File: config.mk
export PLATFORM = sky130hd
export DESIGN_NAME = dcts_top
export DESIGN_NICKNAME = d
export VERILOG_FILES = /design/src/dcts_pkg.sv /design/src/dcts_top.sv
export VERILOG_INCLUDE_DIRS = /design/src
export SDC_FILE = /design/constraint.sdc
export NUM_CORES = 2
export LEC_CHECK = 0
export BUFFER_PORTS_ARGS = -buffer_cell sky130_fd_sc_hd__buf_2
export CORE_MARGIN = 1.5
export CORE_UTILIZATION = 54
export CTS_BUF_LIST = sky130_fd_sc_hd__clkbuf_4
export DETAILED_ROUTE_END_ITERATION = 6
export GPL_TIMING_DRIVEN = 0
export PLACE_DENSITY = 0.81
export RECOVER_POWER = 100
export SYNTH_ARGS = -nofsm -noshare
export SYNTH_HDL_FRONTEND = slang
export SYNTH_SLANG_ARGS = --single-unit
File: constraint.sdc
create_clock -name I_CLK -period 12.73 [get_ports I_CLK]
set_input_delay 1.273 -clock I_CLK [delete_from_list [all_inputs] [get_ports I_CLK]]
set_output_delay 1.273 -clock I_CLK [all_outputs]
set_load 0.02 [all_outputs]
File: src/dcts_params.svh
// Constants for the dual channel time stamp counter.
`ifndef DCTS_PARAMS_SVH
`define DCTS_PARAMS_SVH
`define DCTS_CLK_PERIOD_NS 20
`define DCTS_SYS_RES_NS    10
`define DCTS_HOLDOFF_NS    16000
`define DCTS_TICK_NS       10000000
`define DCTS_AVG_MAX       625
`define DCTS_GATE_RST      32'h0000000a
`define DCTS_TOUT_RST      32'h00000064
`define DCTS_A_CTRL        8'h00
`define DCTS_A_GATE        8'h04
`define DCTS_A_TOUT        8'h08
`define DCTS_A_ISTAT       8'h0c
`define DCTS_A_IMASK       8'h10
`define DCTS_A_SYS         8'h14
`define DCTS_A_STAT        8'h18
`define DCTS_A_CH0         8'h20
`define DCTS_A_CH1         8'h40
`define DCTS_O_TAG_TIME    5'h00
`define DCTS_O_TAG_CNT     5'h04
`define DCTS_O_DTIME       5'h08
`define DCTS_O_DCNT        5'h0c
`define DCTS_O_AVG_SUM     5'h10
`define DCTS_O_AVG_N       5'h14
`define DCTS_O_EDGES       5'h18
`define DCTS_B_EN          0
`define DCTS_B_FREQ        2
`define DCTS_B_NEG         4
`define DCTS_B_AVG         6
`define DCTS_B_REMOTE      7
`define DCTS_B_RUN         8
`define DCTS_I_TAG         0
`define DCTS_I_RES         2
`define DCTS_I_TOUT        4
`define DCTS_CTRL_RST      32'h00000043
`endif

File: src/dcts_pkg.sv
// Types for the dual channel time stamp counter.
package dcts_pkg;
    typedef struct packed {
        logic [31:0] stamp;
        logic [31:0] count;
    } dcts_tag_t;
    typedef enum logic {
        CAP_ARM  = 1'b0,
        CAP_HOLD = 1'b1
    } dcts_cap_st_t;
    typedef enum logic {
        MS_IDLE = 1'b0,
        MS_RUN  = 1'b1
    } dcts_ms_st_t;
endpackage : dcts_pkg

File: src/dcts_top.sv
// Two channel time stamp and edge counter with register port.
//
// Implementation choices: the plain strobed port and the register addresses.
`timescale 1ns/10ps
`default_nettype none
`include "dcts_params.svh"
// What this block does
// - System time counter runs every cycle in 10 ns units.
// - Each channel counts every qualifying input edge, never stopping.
// - Armed channel latches time and edge count together, starts fine measurement.
// - After storing a tag, clear capture circuit and re-arm the input.
// - Capturing never pauses or resets the free-running counters.
// - Capture path re-arms within 16 us, allowing 625 tags per 10 ms.
// - Frequency mode accumulates up to 625 tags per 10 ms window.
// - Event mode ignores the edge count and does no averaging.
// - Event mode tags need only about 1 kHz, non-deterministic rate.
// - Front and rear channels capture in parallel on one time counter.
// - Edges count only when crossing threshold in configured direction.
// - Positive slope takes rising crossings, negative slope falling ones.
// - Activity pulse per enabled channel whenever its input triggers.
// - Without remote control, frequency measurements run continuously.
// - Frequency result is count difference over time stamp difference.
// - Gate sets least time between start and end capture, 0.01 to 1000 s.
// - Missing closing edge past timeout ends measurement, result flagged undefined.
module dcts_top #(
    parameter int TICK_CYC = `DCTS_TICK_NS / `DCTS_CLK_PERIOD_NS
) (
    // Clock and reset.
    input  wire logic        I_CLK,
    input  wire logic        I_RESETN,
    // Comparator outputs, front and rear.
    input  wire logic [1:0]  I_CH_IN,
    // Register port.
    input  wire logic [7:0]  I_ADDR,
    input  wire logic [31:0] I_WDATA,
    input  wire logic        I_WR,
    input  wire logic        I_RD,
    output logic      [31:0] O_RDATA,
    // Fine interval converter control.
    output logic      [1:0]  O_TAC_START,
    output logic      [1:0]  O_TAC_CLEAR,
    // Indicators and interrupt.
    output logic      [1:0]  O_ACT,
    output logic             O_IRQ
);
    localparam int HOLD_CYC = (`DCTS_HOLDOFF_NS + `DCTS_CLK_PERIOD_NS - 1) / `DCTS_CLK_PERIOD_NS;
    localparam logic [31:0] SYS_STEP = 32'(`DCTS_CLK_PERIOD_NS / `DCTS_SYS_RES_NS);
    localparam logic [9:0]  AVG_MAX  = 10'(`DCTS_AVG_MAX);

    ////////////////////////////////////////////////////////////////////////////
    // Time base and 10 ms tick.
    logic [31:0] sys_q, sys_d;
    logic [31:0] tdiv_q, tdiv_d;
    logic        tick;

    always_comb begin
        sys_d  = sys_q + SYS_STEP;
        tick   = (tdiv_q == 32'(TICK_CYC - 1));
        tdiv_d = tick ? 32'h0 : tdiv_q + 32'h1;
    end

    always_ff @(posedge I_CLK or negedge I_RESETN) begin
        if (!I_RESETN) begin
            sys_q  <= 32'h0;
            tdiv_q <= 32'h0;
        end else begin
            sys_q  <= sys_d;
            tdiv_q <= tdiv_d;
        end
    end

    ////////////////////////////////////////////////////////////////////////////
    // Control registers.
    logic [31:0] ctrl_q, ctrl_d;
    logic [31:0] gate_q, gate_d;
    logic [31:0] tout_q, tout_d;
    logic [5:0]  imask_q, imask_d;
    logic [5:0]  istat_q, istat_d;
    logic [5:0]  iset;

    always_comb begin
        ctrl_d  = ctrl_q;
        gate_d  = gate_q;
        tout_d  = tout_q;
        imask_d = imask_q;
        istat_d = istat_q;
        if (I_WR) begin
            case (I_ADDR)
                `DCTS_A_CTRL:  ctrl_d = I_WDATA;
                `DCTS_A_GATE:  gate_d = I_WDATA;
                `DCTS_A_TOUT:  tout_d = I_WDATA;
                `DCTS_A_IMASK: imask_d = I_WDATA[5:0];
                `DCTS_A_ISTAT: istat_d = istat_q & ~I_WDATA[5:0];
                default: begin
                end
            endcase
        end
        istat_d = istat_d | iset;
    end

    always_ff @(posedge I_CLK or negedge I_RESETN) begin
        if (!I_RESETN) begin
            ctrl_q  <= `DCTS_CTRL_RST;
            gate_q  <= `DCTS_GATE_RST;
            tout_q  <= `DCTS_TOUT_RST;
            imask_q <= 6'h0;
            istat_q <= 6'h0;
        end else begin
            ctrl_q  <= ctrl_d;
            gate_q  <= gate_d;
            tout_q  <= tout_d;
            imask_q <= imask_d;
            istat_q <= istat_d;
        end
    end

    assign O_IRQ = |(istat_q & imask_q);

    ////////////////////////////////////////////////////////////////////////////
    // Per channel capture and measurement, one copy per input.
    logic      [31:0] edges_q [2];
    dcts_pkg::dcts_tag_t tag_q [2];
    logic      [31:0] dtime_q [2];
    logic      [31:0] dcnt_q [2];
    logic      [31:0] asum_q [2];
    logic      [9:0]  an_q [2];
    logic      [1:0]  undef_q;
    logic      [1:0]  armed;

    for (genvar c = 0; c < 2; c++) begin : g_ch
        logic                   in_q, in_d;
        logic                   hit, cap, en, freq, run, avg;
        logic [31:0]            edges_d;
        dcts_pkg::dcts_cap_st_t cst_q, cst_d;
        logic [9:0]             hold_q, hold_d;
        dcts_pkg::dcts_tag_t    tag_d, start_q, start_d;
        dcts_pkg::dcts_ms_st_t  mst_q, mst_d;
        logic [31:0]            el_q, el_d;
        logic [31:0]            dtime_d, dcnt_d;
        logic                   undef_d, res, tmo, clr;
        logic [31:0]            asum_d, wsum_q, wsum_d, wfirst_q, wfirst_d;
        logic [9:0]             an_d, wn_q, wn_d;

        always_comb begin
            en   = ctrl_q[`DCTS_B_EN + c];
            freq = ctrl_q[`DCTS_B_FREQ + c];
            avg  = ctrl_q[`DCTS_B_AVG];
            run  = !ctrl_q[`DCTS_B_REMOTE] || ctrl_q[`DCTS_B_RUN];
            in_d = I_CH_IN[c];
            hit  = ctrl_q[`DCTS_B_NEG + c] ? (in_q && !in_d) : (!in_q && in_d);
            edges_d = hit ? edges_q[c] + 32'h1 : edges_q[c];
            cap  = en && hit && (cst_q == dcts_pkg::CAP_ARM);
            cst_d  = cst_q;
            hold_d = hold_q;
            clr    = 1'b0;
            tag_d  = tag_q[c];
            case (cst_q)
                dcts_pkg::CAP_ARM: begin
                    if (cap) begin
                        cst_d       = dcts_pkg::CAP_HOLD;
                        hold_d      = 10'(HOLD_CYC - 1);
                        tag_d.stamp = sys_q;
                        tag_d.count = freq ? edges_d : 32'h0;
                    end
                end
                dcts_pkg::CAP_HOLD: begin
                    if (hold_q == 10'h0) begin
                        cst_d = dcts_pkg::CAP_ARM;
                        clr   = 1'b1;
                    end else begin
                        hold_d = hold_q - 10'h1;
                    end
                end
                default: cst_d = dcts_pkg::CAP_ARM;
            endcase
            mst_d   = mst_q;
            start_d = start_q;
            el_d    = tick ? el_q + 32'h1 : el_q;
            dtime_d = dtime_q[c];
            dcnt_d  = dcnt_q[c];
            undef_d = undef_q[c];
            res     = 1'b0;
            tmo     = 1'b0;
            case (mst_q)
                dcts_pkg::MS_IDLE: begin
                    if (cap && freq && run) begin
                        mst_d   = dcts_pkg::MS_RUN;
                        start_d = tag_d;
                        el_d    = 32'h0;
                    end
                end
                dcts_pkg::MS_RUN: begin
                    if (!freq || !run) begin
                        mst_d = dcts_pkg::MS_IDLE;
                    end else if (cap && el_q >= gate_q) begin
                        dtime_d = tag_d.stamp - start_q.stamp;
                        dcnt_d  = tag_d.count - start_q.count;
                        start_d = tag_d;
                        el_d    = 32'h0;
                        undef_d = 1'b0;
                        res     = 1'b1;
                    end else if (tick && el_q >= gate_q + tout_q) begin
                        mst_d   = dcts_pkg::MS_IDLE;
                        undef_d = 1'b1;
                        tmo     = 1'b1;
                    end
                end
                default: mst_d = dcts_pkg::MS_IDLE;
            endcase
            asum_d   = asum_q[c];
            an_d     = an_q[c];
            wsum_d   = wsum_q;
            wn_d     = wn_q;
            wfirst_d = wfirst_q;
            if (tick) begin
                asum_d = wsum_q;
                an_d   = wn_q;
                wsum_d = 32'h0;
                wn_d   = 10'h0;
            end
            if (cap && freq && avg && (tick || wn_q < AVG_MAX)) begin
                if (tick || wn_q == 10'h0) begin
                    wfirst_d = sys_q;
                    wsum_d   = 32'h0;
                    wn_d     = 10'h1;
                end else begin
                    wsum_d = wsum_q + (sys_q - wfirst_q);
                    wn_d   = wn_q + 10'h1;
                end
            end
        end

        always_ff @(posedge I_CLK or negedge I_RESETN) begin
            if (!I_RESETN) begin
                in_q           <= 1'b0;
                edges_q[c]     <= 32'h0;
                cst_q          <= dcts_pkg::CAP_ARM;
                hold_q         <= 10'h0;
                tag_q[c]       <= '0;
                mst_q          <= dcts_pkg::MS_IDLE;
                start_q        <= '0;
                el_q           <= 32'h0;
                dtime_q[c]     <= 32'h0;
                dcnt_q[c]      <= 32'h0;
                undef_q[c]     <= 1'b0;
                asum_q[c]      <= 32'h0;
                an_q[c]        <= 10'h0;
                wsum_q         <= 32'h0;
                wn_q           <= 10'h0;
                wfirst_q       <= 32'h0;
                O_TAC_START[c] <= 1'b0;
                O_TAC_CLEAR[c] <= 1'b0;
                O_ACT[c]       <= 1'b0;
            end else begin
                in_q           <= in_d;
                edges_q[c]     <= edges_d;
                cst_q          <= cst_d;
                hold_q         <= hold_d;
                tag_q[c]       <= tag_d;
                mst_q          <= mst_d;
                start_q        <= start_d;
                el_q           <= el_d;
                dtime_q[c]     <= dtime_d;
                dcnt_q[c]      <= dcnt_d;
                undef_q[c]     <= undef_d;
                asum_q[c]      <= asum_d;
                an_q[c]        <= an_d;
                wsum_q         <= wsum_d;
                wn_q           <= wn_d;
                wfirst_q       <= wfirst_d;
                O_TAC_START[c] <= cap;
                O_TAC_CLEAR[c] <= clr;
                O_ACT[c]       <= en && hit;
            end
        end

        assign iset[`DCTS_I_TAG + c]  = cap;
        assign iset[`DCTS_I_RES + c]  = res;
        assign iset[`DCTS_I_TOUT + c] = tmo;
        assign armed[c] = (cst_q == dcts_pkg::CAP_ARM);
    end

    ////////////////////////////////////////////////////////////////////////////
    // Read port, data one cycle after the strobe.
    logic [31:0] rd_d;
    logic [31:0] rdata_q;
    logic        chs;
    logic        chh;

    always_comb begin
        rd_d = 32'h0;
        chh  = (I_ADDR[7:5] == 3'(`DCTS_A_CH0 >> 5)) || (I_ADDR[7:5] == 3'(`DCTS_A_CH1 >> 5));
        chs  = (I_ADDR[7:5] == 3'(`DCTS_A_CH1 >> 5));
        if (I_RD) begin
            if (chh) begin
                case (I_ADDR[4:0])
                    `DCTS_O_TAG_TIME: rd_d = tag_q[chs].stamp;
                    `DCTS_O_TAG_CNT:  rd_d = tag_q[chs].count;
                    `DCTS_O_DTIME:    rd_d = dtime_q[chs];
                    `DCTS_O_DCNT:     rd_d = dcnt_q[chs];
                    `DCTS_O_AVG_SUM:  rd_d = asum_q[chs];
                    `DCTS_O_AVG_N:    rd_d = {22'h0, an_q[chs]};
                    `DCTS_O_EDGES:    rd_d = edges_q[chs];
                    default:          rd_d = 32'h0;
                endcase
            end else begin
                case (I_ADDR)
                    `DCTS_A_CTRL:  rd_d = ctrl_q;
                    `DCTS_A_GATE:  rd_d = gate_q;
                    `DCTS_A_TOUT:  rd_d = tout_q;
                    `DCTS_A_ISTAT: rd_d = {26'h0, istat_q};
                    `DCTS_A_IMASK: rd_d = {26'h0, imask_q};
                    `DCTS_A_SYS:   rd_d = sys_q;
                    `DCTS_A_STAT:  rd_d = {28'h0, armed, undef_q};
                    default:       rd_d = 32'h0;
                endcase
            end
        end
    end

    always_ff @(posedge I_CLK or negedge I_RESETN) begin
        if (!I_RESETN) begin
            rdata_q <= 32'h0;
        end else begin
            rdata_q <= rd_d;
        end
    end

    assign O_RDATA = rdata_q;
endmodule : dcts_top
`default_nettype wire

==> impl_metrics.py <==
metrics = {
    "timing": {
        "slew_violations": 195,
        "relSlewSlack": -2.43,
        "period_share": 0.608,
        "fmax_ghz": 0.129,
        "layout_min_cycle_time_ps": 7740,
        "setup_viol": 0,
        "worst_slew_pin_slew_ps": 5140,
        "fin_skew_ps": 121,
        "finalHoldViolations": 0,
        "rsz0062_at_grt": "no",
        "fin_setup_tns_ps": 0,
        "setup_slack_ps": 4990,
    },
    "floorplanning": {
        "core_region_area_mm2": 0.103,
        "io_pins": 85,
        "start_util": 0.544,
        "fp.dieH_um": 326,
        "die_w_um": 326,
        "dieArea_mm2": 0.106,
        "num_rows": 118,
    },
    "status": {
        "status": "complete, but fails checks",
        "violations": "DRC, capacitance limit, slew limit",
    },
    "logic_synthesis": {
        "synth_area_mm2": 0.0563,
        "synthArstFlopShare": 1.00,
        "ys_warn_count": 0,
        "postSynthAreaPerCell_um2": 9.49,
        "synth_cell_types": 82,
        "synth-edff-count": 0,
        "synth_seq_cells": 975,
        "synth_area_leaders": "dfrtp_1, ha_1, nand2_1, o21ai_0, mux2_2",
        "synth_top_area_frac": 0.430,
        "yosys.cell_count.top_type": "dfrtp_1",
        "seq_area_frac_synth": 0.433,
        "yosys-top-cells-count": "dfrtp_1, nand2_1, o21ai_0",
        "synth_area_leader_cell": "dfrtp_1",
        "synthCells": 5936,
        "synth_ff_type": "dfrtp_1",
        "syn_nets": 6400,
    },
    "critical_path": {
        "worstSetupPathType": "reg2reg",
        "reg2reg_from": "ctrl_q[4]$_DFFE_PN0P_",
        "cp.depth": 22,
        "worst_path_largest_cell_delay_ps": 910,
        "path_common_cell": "clkbuf_1",
        "arrival_ps": 8790,
        "path_cells": "or3b_2 -> nand2_1 -> and2_0 -> nand2b_1 -> clkbuf_1 -> clkinv_1 -> and2_0 -> clkbuf_1 -> clkbuf_1 -> a22o_1 -> ha_1 -> nor2b_1 -> o31a_1 -> o22ai_1 -> nor4_1 -> a211oi_1 -> o21ai_0 -> a21o_1 -> a21o_1 -> a311oi_1 -> xnor2_1 -> o21ai_0",
        "cp_top_family": "compound AO/OA/AOI/OAI gates",
        "start_kind": "flop",
        "cp-end-kind": "flop",
        "crit_buf_inv": 4,
        "reg2reg_slack_ps": 4990,
        "reg2regPathDepth": 22,
        "worstPathRequired_ps": 13770,
        "cp_max_fo": 10,
        "critical_path.slowest_cell": "clkbuf_1",
        "reg2reg_to": "dcnt_q[62]$_DFFE_PN0P_",
    },
    "finish": {
        "fin_util": 0.599,
        "fin_nets": 6786,
        "num-fill-cells": 8779,
        "syn_to_final_growth_pct": 10.1,
        "ff_latch_area_mm2": 0.0244,
        "drive_gt1_frac": 0.112,
        "stdcell_area_mm2": 0.0620,
        "multi_input_area_mm2": 0.0292,
    },
    "cts": {
        "clock_latency_ps": 1240,
        "root_buffer": "clkbuf_4",
        "cts_sinks": 975,
        "htreeDepth": 5,
        "numCtsBuffers": 281,
        "cts_tree": "yes",
        "cts.reportedPaths.clkPinSlew_ps": 70,
        "post-cts-setup-buffers": 0,
        "cts_resized": 0,
        "cts_max_path_buffers": 4,
        "cts-hold-fix-buffers": 0,
    },
    "detailed_routing": {
        "dr.pass1.iters": 7,
        "dr_wl_met3_mm": 22.9,
        "routedWlPerCell_um": 23.8,
        "drt_first_iter_violations": 5814,
        "via_per_inst": 6.16,
        "routed_wl_mm": 188,
        "vias": 48611,
        "top_layer": "met5",
        "ant_nets": 0,
        "dr_wl_met2_mm": 78.5,
        "wl_met1_mm": 72.1,
        "drc": 24,
    },
    "global_routing": {
        "grt_pass1_wl_mm": 282,
        "grt-ovfl-total": 0,
        "antenna_found_initial": 18,
        "grt_usage": 0.351,
        "grt_max_degree": 127,
        "grt_pass1_vias": 47301,
    },
    "pwr": {
        "peakVddDrop_v": 0.0000899,
        "p_leak_nw": 29.1,
        "finalPower_w": 0.00701,
        "intPower_w": 0.00499,
        "combPwrFrac": 0.115,
        "p_per_area_mw_per_mm2": 113,
        "power.share.clock": 0.415,
        "switching_share": 0.288,
        "p_sw_w": 0.00202,
        "pwr-share-seq": 0.470,
    },
    "placed_design": {
        "dp_slack_ps": 5040,
        "port_buffers": 82,
        "place_hpwl_mm": 144,
        "dpl_cell_area_mm2": 0.0588,
        "finalWeightedCongestion": 1.08,
    },
    "flow_run": {
        "drv_cap": 6,
    },
    "min_path": {
        "hold_class": "in2reg",
        "worstHoldStart": "I_CH_IN[1]",
        "hold_end": "g_ch[1].in_q$_DFF_PN0_",
        "hold_depth": 1,
    },
}
-- layer usage --
layer  global-route usage  vias up
met4                0.231       12
met2                0.501     2778
li1                     -    21518
met1                0.454    23661
met3                0.117      642
met5                    0        -
-- power groups by stage --
stage | Sequential (W) | Combinational [W] | Clock (W)
final | 0.00329 | 0.000809 | 0.00291
after global routing | 0.00330 | 0.000886 | 0.00309
after CTS | 0.00329 | 0.000795 | 0.00291
after detailed placement | 0.00334 | 0.000792 | 0
after global placement | 0.00334 | 0.000758 | 0
after floorplan | 0.00331 | 0.000522 | 0
-- kinds of logic after synthesis --
group           count (synthesis)  share of synthesized area
flops                         975                      0.433
xor+xnor                      378                     0.0588
simple gates                 1719                      0.139
fa+ha+maj                     419                      0.102
buf+inv                       720                     0.0482
mux                           316                     0.0658
compound gates               1409                      0.153
-- state kept, by name, summed over array words and instances, names as in the netlist, 62 cells and up --
signal / count
tag_q: 128
dtime_q: 64
dcnt_q: 64
g_ch.el_q: 64
g_ch.start_q: 128
asum_q: 62
edges_q: 64
g_ch.wfirst_q: 62
g_ch.wsum_q: 62
-- metrics by stage --
step | instances | hold slack (ps)
after floorplan | 5936 | 433
after global routing | 7882 | 178
after detailed placement | 7419 | 457
after global placement | 7398 | 456
final | 7891 | 200
after CTS | 7877 | 98.9
-- cell type report --
type / instances / area share
multi-input combinational: 4241 / 0.471
sequential: 975 / 0.394
clock buffer: 387 / 0.0469
inverter: 491 / 0.0297
tap: 1380 / 0.0279
buffer: 229 / 0.0139
timing repair buffer: 103 / 0.00993
clock inverter: 71 / 0.00670
antenna: 14 / 0.000565
-- worst max path at each step --
stage / start / to
2_1_floorplan: I_CH_IN[0] / dcnt_q[62]$_DFFE_PN0P_
3_3_place_gp: I_RESETN / g_ch[0].start_q[23]$_DFFE_PN0P_
4_1_cts: ctrl_q[5]$_DFFE_PN0P_ / dtime_q[30]$_DFFE_PN0P_
6_report: ctrl_q[4]$_DFFE_PN0P_ / dcnt_q[62]$_DFFE_PN0P_
5_1_grt: I_RESETN / dcnt_q[60]$_DFFE_PN0P_
3_5_place_dp: I_CH_IN[1] / dtime_q[30]$_DFFE_PN0P_
-- placed cells by master (no fill, tap or decap), types with 20 or more instances in the layout --
cell,netlist,layout
fa_1,67,67
a21o_1,115,115
a21oi_1,280,280
nor3_1,52,54
o211ai_1,29,29
mux2i_1,80,80
buf_2,9,44
clkbuf_4,0,387
a31oi_1,35,36
o21ai_0,592,601
a22o_1,24,24
and2_0,4,28
clkbuf_1,189,268
nor2b_1,43,43
mux2_2,214,212
and2_1,44,20
inv_1,488,488
nand4_1,65,65
a211oi_1,24,24
nor2_1,258,258
o21bai_1,29,29
o21a_1,37,37
xor2_1,182,182
a221oi_1,28,28
o31ai_1,24,24
nand2_1,864,864
or3_1,28,28
mux4_2,22,22
and3_1,76,76
nor4_1,25,24
dfrtp_1,967,967
xnor2_1,196,196
o22ai_1,37,37
ha_1,351,351
nand3_1,134,134
a222oi_1,26,26
nand2b_1,61,61
clkinv_1,2,50
(Power assumes the default switching activity.)
